`src/icc_pkg.sv`:
```
// shared constants, register map and types of the configuration command interpreter
package icc_pkg;

  // bus geometry
  localparam int unsigned ADR_W = 8; // byte address bits decoded
  localparam int unsigned DAT_W = 32; // bus data width
  localparam int unsigned SEL_W = 4; // byte lanes

  // register byte offsets, one aligned word each
  localparam logic [7:0] OFS_CMD = 8'h00; // command launch, echo readback
  localparam logic [7:0] OFS_ARG = 8'h04; // command argument
  localparam logic [7:0] OFS_REPLY = 8'h08; // reply value, read pops
  localparam logic [7:0] OFS_STATUS = 8'h0c; // interpreter status
  localparam logic [7:0] OFS_EVT_PROP = 8'h10; // object property 128 view of event_mask
  localparam logic [7:0] OFS_IRQ_STAT = 8'h14; // sticky events, write one to clear
  localparam logic [7:0] OFS_IRQ_MASK = 8'h18; // interrupt enables, same layout
  localparam logic [7:0] OFS_IND = 8'h1c; // unsolicited indication, read clears

  // property identifier that carries the event setting
  localparam int unsigned PROP_ID_EVENT = 128;

  // settings widths and defaults
  localparam int unsigned TMO_W = 16; // link_timeout_value width
  localparam int unsigned PORT_W = 16; // link_port_number width
  localparam int unsigned MASK_W = 8; // event_mask width
  localparam logic [TMO_W-1:0] TMO_RST = 16'h03e8; // factory timeout
  localparam logic [MASK_W-1:0] MASK_RST = 8'h00; // factory event setting

  // parameter memory
  localparam int unsigned PAR_DEPTH = 64; // parameter entries
  localparam int unsigned PAR_AW = 6; // parameter index width
  localparam int unsigned PAR_W = 8; // parameter value width
  localparam logic [8:0] PAR_LIMIT = 9'h040; // index plus count ceiling
  localparam logic [PAR_W-1:0] PAR_RST = 8'h00; // blank parameter

  // argument fields
  localparam int unsigned ARG_IDX_LSB = 0; // parameter start index
  localparam int unsigned ARG_CNT_LSB = 8; // parameter count, zero when omitted
  localparam int unsigned ARG_FLD_W = 8; // width of index and count
  localparam logic [ARG_FLD_W-1:0] CNT_DEFAULT = 8'h01; // count taken when omitted

  // event and interrupt bit positions
  localparam int unsigned EV_RESTART = 0; // restart
  localparam int unsigned EV_DONE = 1; // command finished
  localparam int unsigned EV_ERR = 2; // command refused
  localparam int unsigned EV_UPDATE = 3; // global update flag set
  localparam int unsigned EV_CHANGED = 4; // global changed flag set
  localparam int unsigned EV_TIMEOUT = 6; // link timed out

  // status and readback bit positions
  localparam int unsigned ST_BUSY = 0;
  localparam int unsigned ST_REPLY = 1;
  localparam int unsigned ST_ERR = 2;
  localparam int unsigned ST_IND = 3;
  localparam int unsigned ECHO_VALID = 4; // in command readback
  localparam int unsigned IND_VALID = 8; // in indication readback
  localparam logic [7:0] IND_RESTART_VAL = 8'h01; // restart indication value

  // command codes
  typedef enum logic [3:0] {
    OP_NONE = 4'h0,
    OP_FACTORY = 4'h1,
    OP_PORT_RD = 4'h2,
    OP_TMO_RD = 4'h3,
    OP_TMO_WR = 4'h4,
    OP_PARAM_RD = 4'h5,
    OP_EVT_CFG = 4'h6
  } icc_op_t;

  // interpreter states, gray along idle-exec-erase-restart
  typedef enum logic [1:0] {
    S_IDLE = 2'h0,
    S_EXEC = 2'h1,
    S_ERASE = 2'h3,
    S_RESTART = 2'h2
  } icc_state_t;

endpackage

```
`src/icc_nv_if.sv`:
```
// link between the interpreter and its settings store
`timescale 1ns/1ps
interface icc_nv_if;
  logic clear; // factory erase strobe
  logic tmo_we; // timeout write strobe
  logic [icc_pkg::TMO_W-1:0] tmo_wdata; // new timeout
  logic mask_we; // event setting write strobe
  logic [icc_pkg::MASK_W-1:0] mask_wdata; // new event setting
  logic [icc_pkg::PAR_AW-1:0] par_addr; // parameter read index
  logic [icc_pkg::PAR_W-1:0] par_rdata; // parameter value at index
  logic [icc_pkg::TMO_W-1:0] timeout; // stored timeout
  logic [icc_pkg::MASK_W-1:0] mask; // stored event setting

  modport ctl (
    output clear, tmo_we, tmo_wdata, mask_we, mask_wdata, par_addr,
    input par_rdata, timeout, mask
  );
  modport store (
    input clear, tmo_we, tmo_wdata, mask_we, mask_wdata, par_addr,
    output par_rdata, timeout, mask
  );
endinterface

```
`src/icc_nv_store.sv`:
```
// settings store: timeout, event setting and commissioning parameters
`timescale 1ns/1ps
module icc_nv_store (
  // clock and reset
  input wire logic clk_i,
  input wire logic rst_i,
  // interpreter side
  icc_nv_if.store nv,
  // commissioning tool write port
  input wire logic comm_we_i,
  input wire logic [icc_pkg::PAR_AW-1:0] comm_addr_i,
  input wire logic [icc_pkg::PAR_W-1:0] comm_data_i
);

  logic [icc_pkg::TMO_W-1:0] tmo_q, tmo_d; // stored timeout
  logic [icc_pkg::MASK_W-1:0] mask_q, mask_d; // stored event setting
  logic [icc_pkg::PAR_W-1:0] par_q [icc_pkg::PAR_DEPTH]; // parameter image
  logic [icc_pkg::PAR_W-1:0] par_d [icc_pkg::PAR_DEPTH]; // next parameter image

  // scalar settings: erase beats a same-cycle write
  always_comb
  begin
    tmo_d = tmo_q;
    mask_d = mask_q;
    if (nv.clear)
    begin
      tmo_d = icc_pkg::TMO_RST;
      mask_d = icc_pkg::MASK_RST;
    end
    else
    begin
      if (nv.tmo_we)
        tmo_d = nv.tmo_wdata;
      if (nv.mask_we)
        mask_d = nv.mask_wdata;
    end
  end

  // one next-value process per parameter entry
  for (genvar g = 0; g < icc_pkg::PAR_DEPTH; g++)
  begin : g_par
    always_comb
    begin
      par_d[g] = par_q[g];
      if (nv.clear)
        par_d[g] = icc_pkg::PAR_RST;
      else if (comm_we_i && comm_addr_i == icc_pkg::PAR_AW'(g))
        par_d[g] = comm_data_i;
    end
  end

  // registers; power-up image is the factory image
  always_ff @(posedge clk_i)
  begin
    if (rst_i)
    begin
      tmo_q <= icc_pkg::TMO_RST;
      mask_q <= icc_pkg::MASK_RST;
      par_q <= '{default: icc_pkg::PAR_RST};
    end
    else
    begin
      tmo_q <= tmo_d;
      mask_q <= mask_d;
      par_q <= par_d;
    end
  end

  // readback toward the interpreter
  assign nv.timeout = tmo_q;
  assign nv.mask = mask_q;
  assign nv.par_rdata = par_q[nv.par_addr];

endmodule

```
`src/icc_top.sv`:
```
// configuration command interpreter with wishbone register access and event interrupt
// Operation
// - factory command erases settings, then restarts
// - port read replies one numeric value
// - timeout read replies current timeout value
// - timeout write stores argument, echoes command
// - parameter read count defaults to one
// - event command stores mask, echoes command
// - mask bits 3,4 raise update/changed events
// - mask bit 6 raises timeout events; bit 0 gates restart events, but reads 0 at every restart
// - event setting read via property 128
// - restart indication $01 is never sent: event setting is $00 at boot and after erase
`timescale 1ns/1ps
module icc_top #(
  parameter logic [icc_pkg::PORT_W-1:0] LINK_PORT = 16'h2ee4 // link_port_number
) (
  // clock and reset
  input wire logic clk_i,
  input wire logic rst_i,
  // wishbone slave
  input wire logic wb_cyc_i,
  input wire logic wb_stb_i,
  input wire logic wb_we_i,
  input wire logic [icc_pkg::ADR_W-1:0] wb_adr_i,
  input wire logic [icc_pkg::SEL_W-1:0] wb_sel_i,
  input wire logic [icc_pkg::DAT_W-1:0] wb_dat_i,
  output logic [icc_pkg::DAT_W-1:0] wb_dat_o,
  output logic wb_ack_o,
  // interrupt
  output logic irq_o,
  // device state inputs
  input wire logic update_flag_i,
  input wire logic changed_flag_i,
  input wire logic link_timeout_i,
  // settings toward the link
  output logic restart_o,
  output logic [icc_pkg::TMO_W-1:0] link_timeout_value_o,
  output logic [icc_pkg::MASK_W-1:0] event_mask_o,
  // commissioning tool parameter port
  input wire logic comm_par_we_i,
  input wire logic [icc_pkg::PAR_AW-1:0] comm_par_addr_i,
  input wire logic [icc_pkg::PAR_W-1:0] comm_par_data_i
);

  // word decode on byte address
  function automatic logic reg_hit(input logic [icc_pkg::ADR_W-1:0] adr, input logic [icc_pkg::ADR_W-1:0] ofs);
    reg_hit = (adr[icc_pkg::ADR_W-1:2] == ofs[icc_pkg::ADR_W-1:2]);
  endfunction

  // byte-lane merge of a write
  function automatic logic [icc_pkg::DAT_W-1:0] wmerge(input logic [icc_pkg::DAT_W-1:0] old,
    input logic [icc_pkg::DAT_W-1:0] wd, input logic [icc_pkg::SEL_W-1:0] sel);
    logic [icc_pkg::DAT_W-1:0] r;
    r = old;
    for (int b = 0; b < icc_pkg::SEL_W; b++)
      if (sel[b])
        r[b*8 +: 8] = wd[b*8 +: 8];
    wmerge = r;
  endfunction

  icc_nv_if nv (); // settings store link

  // bus state
  logic ack_q, ack_d; // one-cycle acknowledge
  logic [icc_pkg::DAT_W-1:0] dat_q, dat_d; // registered read data
  // command state
  icc_pkg::icc_state_t st_q, st_d; // interpreter state
  icc_pkg::icc_op_t op_q, op_d; // command under work, echoed
  logic echo_v_q, echo_v_d; // echo available
  logic [icc_pkg::DAT_W-1:0] arg_q, arg_d; // argument register
  logic [icc_pkg::TMO_W-1:0] reply_q, reply_d; // single-value reply
  logic rep_par_q, rep_par_d; // reply comes from parameter memory
  logic [icc_pkg::ARG_FLD_W-1:0] remain_q, remain_d; // reply values left
  logic [icc_pkg::PAR_AW-1:0] idx_q, idx_d; // next parameter index
  logic err_q, err_d; // last command refused
  logic restart_q, restart_d; // restart strobe
  logic boot_q, boot_d; // first cycle after reset
  // event state
  logic upd_q, upd_d; // previous update flag
  logic chg_q, chg_d; // previous changed flag
  logic [icc_pkg::MASK_W-1:0] irq_st_q, irq_st_d; // sticky events
  logic [icc_pkg::MASK_W-1:0] irq_msk_q, irq_msk_d; // interrupt enables
  logic ind_v_q, ind_v_d; // indication pending
  // combinational strobes
  logic acc, wr, rd; // bus access qualifiers
  logic done_ev, err_ev, restart_ev; // command events
  logic [icc_pkg::MASK_W-1:0] ev; // event vector, status layout
  logic [icc_pkg::ARG_FLD_W-1:0] a_idx, a_cnt, cnt_eff; // parameter argument fields
  logic par_ok; // parameter range fits

  // store holds the non-volatile settings
  icc_nv_store u_store (
    .clk_i (clk_i),
    .rst_i (rst_i),
    .nv (nv.store),
    .comm_we_i (comm_par_we_i),
    .comm_addr_i (comm_par_addr_i),
    .comm_data_i (comm_par_data_i)
  );

  // access qualifiers: one access per request, answered next cycle
  assign acc = wb_cyc_i && wb_stb_i && !ack_q;
  assign wr = acc && wb_we_i;
  assign rd = acc && !wb_we_i;

  // parameter argument, omitted count means one
  assign a_idx = arg_q[icc_pkg::ARG_IDX_LSB +: icc_pkg::ARG_FLD_W];
  assign a_cnt = arg_q[icc_pkg::ARG_CNT_LSB +: icc_pkg::ARG_FLD_W];
  assign cnt_eff = (a_cnt == '0) ? icc_pkg::CNT_DEFAULT : a_cnt;
  assign par_ok = ({1'b0, a_idx} + {1'b0, cnt_eff}) <= icc_pkg::PAR_LIMIT;

  // interpreter next state
  always_comb
  begin
    st_d = st_q;
    op_d = op_q;
    echo_v_d = echo_v_q;
    arg_d = arg_q;
    reply_d = reply_q;
    rep_par_d = rep_par_q;
    remain_d = remain_q;
    idx_d = idx_q;
    err_d = err_q;
    restart_d = 1'b0;
    boot_d = 1'b0;
    done_ev = 1'b0;
    err_ev = 1'b0;
    restart_ev = boot_q;
    nv.clear = 1'b0;
    nv.tmo_we = 1'b0;
    nv.mask_we = 1'b0;
    nv.tmo_wdata = arg_q[icc_pkg::TMO_W-1:0];
    nv.mask_wdata = arg_q[icc_pkg::MASK_W-1:0];
    // argument write
    if (wr && reg_hit(wb_adr_i, icc_pkg::OFS_ARG))
      arg_d = wmerge(arg_q, wb_dat_i, wb_sel_i);
    // reply pop walks upward through the parameters
    if (rd && reg_hit(wb_adr_i, icc_pkg::OFS_REPLY) && remain_q != '0)
    begin
      remain_d = remain_q - 1'b1;
      idx_d = idx_q + 1'b1;
    end
    unique case (st_q)
      icc_pkg::S_IDLE:
      begin
        if (wr && reg_hit(wb_adr_i, icc_pkg::OFS_CMD) && wb_sel_i[0])
        begin
          op_d = icc_pkg::icc_op_t'(wb_dat_i[3:0]);
          echo_v_d = 1'b0;
          remain_d = '0;
          st_d = icc_pkg::S_EXEC;
        end
      end
      icc_pkg::S_EXEC:
      begin
        st_d = icc_pkg::S_IDLE;
        err_d = 1'b0;
        done_ev = 1'b1;
        case (op_q)
          icc_pkg::OP_FACTORY:
          begin
            st_d = icc_pkg::S_ERASE;
            done_ev = 1'b0;
          end
          icc_pkg::OP_PORT_RD:
          begin
            reply_d = LINK_PORT;
            rep_par_d = 1'b0;
            remain_d = icc_pkg::CNT_DEFAULT;
          end
          icc_pkg::OP_TMO_RD:
          begin
            reply_d = nv.timeout;
            rep_par_d = 1'b0;
            remain_d = icc_pkg::CNT_DEFAULT;
          end
          icc_pkg::OP_TMO_WR:
          begin
            nv.tmo_we = 1'b1;
            echo_v_d = 1'b1;
          end
          icc_pkg::OP_PARAM_RD:
          begin
            if (par_ok)
            begin
              idx_d = a_idx[icc_pkg::PAR_AW-1:0];
              remain_d = cnt_eff;
              rep_par_d = 1'b1;
            end
            else
            begin
              err_d = 1'b1;
              err_ev = 1'b1;
              done_ev = 1'b0;
            end
          end
          icc_pkg::OP_EVT_CFG:
          begin
            nv.mask_we = 1'b1;
            echo_v_d = 1'b1;
          end
          // no code writes parameters; unknown codes are refused
          default:
          begin
            err_d = 1'b1;
            err_ev = 1'b1;
            done_ev = 1'b0;
          end
        endcase
      end
      icc_pkg::S_ERASE:
      begin
        nv.clear = 1'b1;
        st_d = icc_pkg::S_RESTART;
      end
      icc_pkg::S_RESTART:
      begin
        // restart of the command context: command, echo, argument, count and error cleared; reply value and index kept
        restart_d = 1'b1;
        restart_ev = 1'b1;
        done_ev = 1'b1;
        op_d = icc_pkg::OP_NONE;
        echo_v_d = 1'b0;
        arg_d = '0;
        remain_d = '0;
        err_d = 1'b0;
        st_d = icc_pkg::S_IDLE;
      end
    endcase
    // a launch while busy is refused; after the case so the error outlasts a finishing clear
    if (wr && reg_hit(wb_adr_i, icc_pkg::OFS_CMD) && wb_sel_i[0] && st_q != icc_pkg::S_IDLE)
    begin
      err_d = 1'b1;
      err_ev = 1'b1;
    end
  end

  // interpreter registers
  always_ff @(posedge clk_i)
  begin
    if (rst_i)
    begin
      st_q <= icc_pkg::S_IDLE;
      op_q <= icc_pkg::OP_NONE;
      echo_v_q <= 1'b0;
      arg_q <= '0;
      reply_q <= '0;
      rep_par_q <= 1'b0;
      remain_q <= '0;
      idx_q <= '0;
      err_q <= 1'b0;
      restart_q <= 1'b0;
      boot_q <= 1'b1;
    end
    else
    begin
      st_q <= st_d;
      op_q <= op_d;
      echo_v_q <= echo_v_d;
      arg_q <= arg_d;
      reply_q <= reply_d;
      rep_par_q <= rep_par_d;
      remain_q <= remain_d;
      idx_q <= idx_d;
      err_q <= err_d;
      restart_q <= restart_d;
      boot_q <= boot_d;
    end
  end

  // event next state: new events win over a same-cycle clear
  always_comb
  begin
    ev = '0;
    ev[icc_pkg::EV_RESTART] = restart_ev && nv.mask[icc_pkg::EV_RESTART];
    ev[icc_pkg::EV_UPDATE] = update_flag_i && !upd_q && nv.mask[icc_pkg::EV_UPDATE];
    ev[icc_pkg::EV_CHANGED] = changed_flag_i && !chg_q && nv.mask[icc_pkg::EV_CHANGED];
    ev[icc_pkg::EV_TIMEOUT] = link_timeout_i && nv.mask[icc_pkg::EV_TIMEOUT];
    ev[icc_pkg::EV_DONE] = done_ev;
    ev[icc_pkg::EV_ERR] = err_ev;
    upd_d = update_flag_i;
    chg_d = changed_flag_i;
    irq_st_d = irq_st_q;
    irq_msk_d = irq_msk_q;
    ind_v_d = ind_v_q;
    if (wr && reg_hit(wb_adr_i, icc_pkg::OFS_IRQ_STAT) && wb_sel_i[0])
      irq_st_d = irq_st_q & ~wb_dat_i[icc_pkg::MASK_W-1:0];
    irq_st_d = irq_st_d | ev;
    if (wr && reg_hit(wb_adr_i, icc_pkg::OFS_IRQ_MASK) && wb_sel_i[0])
      irq_msk_d = wb_dat_i[icc_pkg::MASK_W-1:0];
    if (rd && reg_hit(wb_adr_i, icc_pkg::OFS_IND))
      ind_v_d = 1'b0;
    if (ev[icc_pkg::EV_RESTART])
      ind_v_d = 1'b1;
  end

  // event registers
  always_ff @(posedge clk_i)
  begin
    if (rst_i)
    begin
      upd_q <= 1'b0;
      chg_q <= 1'b0;
      irq_st_q <= '0;
      irq_msk_q <= '0;
      ind_v_q <= 1'b0;
    end
    else
    begin
      upd_q <= upd_d;
      chg_q <= chg_d;
      irq_st_q <= irq_st_d;
      irq_msk_q <= irq_msk_d;
      ind_v_q <= ind_v_d;
    end
  end

  // bus next state: read mux, unmapped words read zero
  always_comb
  begin
    ack_d = acc;
    dat_d = dat_q;
    if (rd)
    begin
      dat_d = '0;
      if (reg_hit(wb_adr_i, icc_pkg::OFS_CMD))
        dat_d = 32'({echo_v_q, op_q});
      else if (reg_hit(wb_adr_i, icc_pkg::OFS_ARG))
        dat_d = arg_q;
      else if (reg_hit(wb_adr_i, icc_pkg::OFS_REPLY) && remain_q != '0)
        dat_d = rep_par_q ? 32'(nv.par_rdata) : 32'(reply_q);
      else if (reg_hit(wb_adr_i, icc_pkg::OFS_STATUS))
        dat_d = 32'({ind_v_q, err_q, remain_q != '0, st_q != icc_pkg::S_IDLE});
      else if (reg_hit(wb_adr_i, icc_pkg::OFS_EVT_PROP))
        dat_d = 32'(nv.mask);
      else if (reg_hit(wb_adr_i, icc_pkg::OFS_IRQ_STAT))
        dat_d = 32'(irq_st_q);
      else if (reg_hit(wb_adr_i, icc_pkg::OFS_IRQ_MASK))
        dat_d = 32'(irq_msk_q);
      else if (reg_hit(wb_adr_i, icc_pkg::OFS_IND))
        dat_d = 32'({ind_v_q, ind_v_q ? icc_pkg::IND_RESTART_VAL : 8'h00});
    end
  end

  // bus registers
  always_ff @(posedge clk_i)
  begin
    if (rst_i)
    begin
      ack_q <= 1'b0;
      dat_q <= '0;
    end
    else
    begin
      ack_q <= ack_d;
      dat_q <= dat_d;
    end
  end

  // outputs
  assign nv.par_addr = idx_q;
  assign wb_ack_o = ack_q;
  assign wb_dat_o = dat_q;
  assign irq_o = |(irq_st_q & irq_msk_q);
  assign restart_o = restart_q;
  assign link_timeout_value_o = nv.timeout;
  assign event_mask_o = nv.mask;
endmodule

```
`config.mk`:
```
export PLATFORM = sky130hd
export DESIGN_NAME = icc_top
export DESIGN_NICKNAME = d
export VERILOG_FILES = /design/src/icc_pkg.sv /design/src/icc_nv_if.sv /design/src/icc_nv_store.sv /design/src/icc_top.sv
export SDC_FILE = /design/constraint.sdc
export NUM_CORES = 2
export LEC_CHECK = 0
export ABC_AREA = 1
export BUFFER_PORTS_ARGS = -buffer_cell sky130_fd_sc_hd__buf_2
export CAP_MARGIN = 40
export CELL_PAD_IN_SITES_DETAIL_PLACEMENT = 1
export CELL_PAD_IN_SITES_GLOBAL_PLACEMENT = 2
export CORE_MARGIN = 2
export CORE_UTILIZATION = 30
export CTS_BUF_LIST = sky130_fd_sc_hd__clkbuf_8
export CTS_CLUSTER_DIAMETER = 120
export DETAILED_ROUTE_END_ITERATION = 7
export GPL_ROUTABILITY_DRIVEN = 0
export PLACE_DENSITY = 0.67
export SKIP_LAST_GASP = 1
export SYNTH_ARGS = -nofsm -noshare
export SYNTH_HDL_FRONTEND = slang
export SYNTH_SLANG_ARGS = --single-unit
```
`constraint.sdc`:
```
create_clock -name clk_i -period 3 [get_ports clk_i]
set_clock_uncertainty 0.05 [all_clocks]
set_input_delay 0.3 -clock clk_i [delete_from_list [all_inputs] [get_ports clk_i]]
set_output_delay 0.3 -clock clk_i [all_outputs]
set_load 0.005 [all_outputs]
```
==> flow_summary.json <==
{
  "max_cap_violations": 0,
  "cts.sinks": 661,
  "timing.final.crit_share_pct": 94.6,
  "avgRoutedWirePerCell_um": 19.4,
  "antenna_found_initial": 2,
  "synthArstFlopShare_pct": 0,
  "synth-edff-count": 0,
  "rsz0062_at_grt": "true",
  "critPathRequiredTime_ns": 3.69,
  "clock-root-buffer": "clkbuf_8",
  "grt_pass1_wl_um": 183000,
  "core_um2": 100000,
  "cts_made_buffers": 134,
  "syn_area_um2": 30400,
  "first_pass_iters": 5,
  "worstSetupEndpointType": "register",
  "drt_iter0_markers": 1860,
  "cp_cell_sequence": "inv_2 > nand4_1 > nor4_2 > nor2_1 > inv_1 > ha_4 > fa_1 > or2_4 > nor2_2 > nand3_1 > nor2_1 > nand2_1 > nand2_2 > nand3_4 > inv_6 > nand2_8 > nand2_2 > nand2_1 > a21oi_2",
  "cts_buffer_depth": 3,
  "clk_latency_ns": 0.83,
  "vdd_drop_max_mv": 0.348,
  "num-fill-cells": 12642,
  "tightest_slew_ns": 0.879,
  "avgViaCountPerCell": 4.84,
  "vias": 29838,
  "initial_utilization_pct": 30.3,
  "die_y_um": 322,
  "fp.dieW_um": 322,
  "synth_area_per_cell_um2": 6.72,
  "synth-main-ff-cell": "dfxtp_1",
  "final_max_slew_viol_count": 0,
  "reg2regPathDepth": 19,
  "cp-start-kind": "register",
  "portBuffers": 123,
  "max_freq_ghz": 0.352,
  "critical_path.top_delay_family": "simple AND/OR/NAND/NOR gates",
  "grt_max_degree": 118,
  "slew_headroom_pct": 41.4,
  "slowest_delay_ns": 0.41,
  "yosys-top-cells-area": "dfxtp_1 (44%), nor2_1 (9.7%), o21ai_0 (9.7%), nand2_1 (9.3%), a21oi_1 (7.2%)",
  "dieArea_um2": 104000,
  "worstPathArrival_ns": 3.53,
  "setup_viol_count_final": 0,
  "fin_nets": 4788,
  "drive_above_1_share_pct": 11.2,
  "min_period_ns": 2.84,
  "min_from": "wb_sel_i[1]",
  "clkTransAtPathRegs_ns": 0.06,
  "p_leak_uw": 0.0146,
  "worst_hold_path.num_cells": 3,
  "totalWireLength_um": 119000,
  "tritoncts": "done",
  "holdPathEnd": "arg_q[9]",
  "synth_cells": 4527,
  "critPathBufInv": 3,
  "grtUsageTotal_pct": 22.9,
  "dp_hpwl_um": 78500,
  "drc": 0,
  "hold_viol_final": 0,
  "syn_to_final_growth_pct": 20.2,
  "ys_seq_area_share_pct": 43.5,
  "synth_top_area_share_pct": 43.5,
  "yosys_register_bits": 661,
  "crit_fanout": 7,
  "hold_class": "in -> reg",
  "powerDensity_nw_per_um2": 555,
  "grt-ovfl-total": 0,
  "fin_area_um2": 36600,
  "htreeDepth": 4,
  "ios": 126,
  "syn_nets": 4610,
  "synth_area_leader_cell": "dfxtp_1",
  "ant_nets": 0,
  "critical_path.slowest_cell": "fa_1",
  "rows": 116,
  "r2r_end": "irq_st_q[1]",
  "critical_path_class": "reg -> reg",
  "r2r_start": "arg_q[15]",
  "hold-worst-slack_ns": 0.0731,
  "ys_warn_count": 0,
  "place_area_um2": 32900,
  "outcome": "completed",
  "grt_pass1_vias": 29980,
  "synth_cell_types": 48,
  "r2r_slack_ns": 0.16
}
==> cell type report <==
class,instances,area (µm²),area share [%]
Multi-Input combinational cell,3076,14100,38.6
Tap cell,1357,1700,4.64
Sequential cell,661,13200,36.2
Inverter,494,1870,5.11
Clock buffer,180,2480,6.77
Timing Repair Buffer,338,2900,7.92
Clock inverter,54,275,0.753
Antenna cell,4,10.0,0.0274
==> registers in the layout, summed over array words and instances (netlist names), 2 cells and up <==
| name | cells |
|---|---|
| op_q | 4 |
| irq_st_q | 8 |
| remain_q | 8 |
| idx_q | 6 |
| u_store.nv.timeout | 16 |
| u_store.nv.mask | 8 |
| arg_q | 32 |
| irq_msk_q | 8 |
| u_store.par_q | 512 |
| reply_q | 16 |
| st_q | 2 |
| wb_dat_o | 32 |
==> worst register-to-register path, stage by stage (launching register included) <==
cell and delay, ns:
dfxtp_2 0.32, inv_2 0.05, nand4_1 0.12, nor4_2 0.23
nor2_1 0.09, inv_1 0.09, ha_4 0.14, fa_1 0.42
or2_4 0.24, nor2_2 0.07, nand3_1 0.06, nor2_1 0.10
nand2_1 0.07, nand2_2 0.09, nand3_4 0.12, inv_6 0.13
nand2_8 0.08, nand2_2 0.08, nand2_1 0.06, a21oi_2 0.14
==> logic make-up after synthesis <==
| group | after synthesis | synth area share [%] |
|---|---|---|
| AO/OA/AOI/OAI | 1107 | 18.9 |
| XOR/XNOR | 12 | 0.346 |
| adder cells (fa/ha/maj) | 16 | 0.683 |
| buffers and inverters | 791 | 10.4 |
| flip-flops | 661 | 43.5 |
| AND/OR/NAND/NOR | 1940 | 26.2 |
==> stage by stage <==
| stage | std cells | total power (µW) | worst slack, ns | setup TNS (ns) | util, % |
|---|---|---|---|---|---|
| finish | 6164 | 20300 | 0.161 | 0 | 36.5 |
| global route | 6162 | 21200 | -0.0719 | -0.637 | 36.5 |
| CTS | 6156 | 20600 | 0.0468 | 0 | 36.4 |
| detailed placement | 5837 | 10700 | 0.133 | 0 | 32.8 |
| global placement | 5833 | 10700 | 0.127 | 0 | 32.7 |
| floorplan | 4527 | 10100 | 0.308 | 0 | - |
==> cell usage after synthesis (2+ instances only) <==
cell      count
dfxtp_1     661
inv_1       459
clkbuf_1    192
nor2_1      784
a211oi_1     11
buf_6         5
buf_2        67
a31oi_1       4
o211ai_1     44
buf_4        16
inv_2        31
nand2_2       5
clkinv_1      3
o21ai_1       4
nand2_1     751
nand3_1     351
a22oi_1       3
a21oi_2       3
nor2_4        7
xor2_1       11
o21ai_0     587
a221oi_1      8
nand4_1       9
nand3_2       3
a21oi_1     438
nor3_1        5
nor4_1        2
nand2_4       2
nor2_2       12
buf_1        17
ha_1         15
==> layout by cell type (no fill, tap or decap), types with 6 or more instances in the layout <==
cell type / Yosys / routed
xor2_1: 11 / 11
buf_4: 16 / 105
nor2_4: 7 / 10
a211oi_1: 11 / 11
nor2_1: 784 / 780
ha_1: 15 / 14
clkinvlp_4: 0 / 6
dlygate4sd3_1: 0 / 85
o211ai_1: 44 / 44
nand4_1: 9 / 9
nand2_1: 751 / 749
nor2_2: 12 / 13
clkbuf_8: 0 / 180
o21ai_0: 587 / 584
clkinv_2: 1 / 7
nand2_2: 5 / 7
inv_1: 459 / 492
a21oi_1: 438 / 437
o21ai_1: 4 / 7
dfxtp_1: 661 / 657
nand3_1: 351 / 351
a221oi_1: 8 / 8
buf_2: 67 / 115
buf_12: 0 / 28
inv_2: 31 / 33
==> worst max path at each step <==
stage                     slack, ns  cells after the start     endpoint  startpoint
after floorplan                0.31                     19     idx_q[4]    arg_q[9]
after global placement         0.13                     18     idx_q[5]   arg_q[10]
after detailed placement       0.13                     18     idx_q[0]   arg_q[11]
after CTS                      0.05                     10    arg_q[27]    wb_ack_o
after global routing          -0.07                     18  remain_q[4]   arg_q[15]
final                          0.16                     19  irq_st_q[1]   arg_q[15]
==> report_power, final <==
| group | leakage (µW) | total [µW] | switching, µW | internal (µW) |
|---|---|---|---|---|
| combinational | 0.00769 | 1610 | 1140 | 468 |
| sequential | 0.00533 | 9000 | 92.1 | 8900 |
| clock | 0.00155 | 9670 | 4270 | 5400 |
| total | 0.0146 | 20300 | 5500 | 14800 |
==> layer usage <==
| layer | vias up | track usage (%) | share of wire [%] |
|---|---|---|---|
| met5 | - | 0 | 0 |
| met4 | 0 | 6.26 | 2.0 |
| met3 | 142 | 3.07 | 3.4 |
| met2 | 448 | 37.2 | 46 |
| met1 | 14316 | 31.7 | 49 |
| li1 | 14932 | - | - |
==> what timing repair did <==
| action | 4_1_cts | 5_1_grt |
|---|---|---|
| endpoints found under the hold margin | 180 | 0 |
| setup endpoints to repair | 0 | 25 |
| gates resized for setup | 0 | 24 |
| buffers inserted | 0 | 3 |
| hold buffers | 85 | 0 |
No activity file was read; power rests on OpenSTA's default activity.
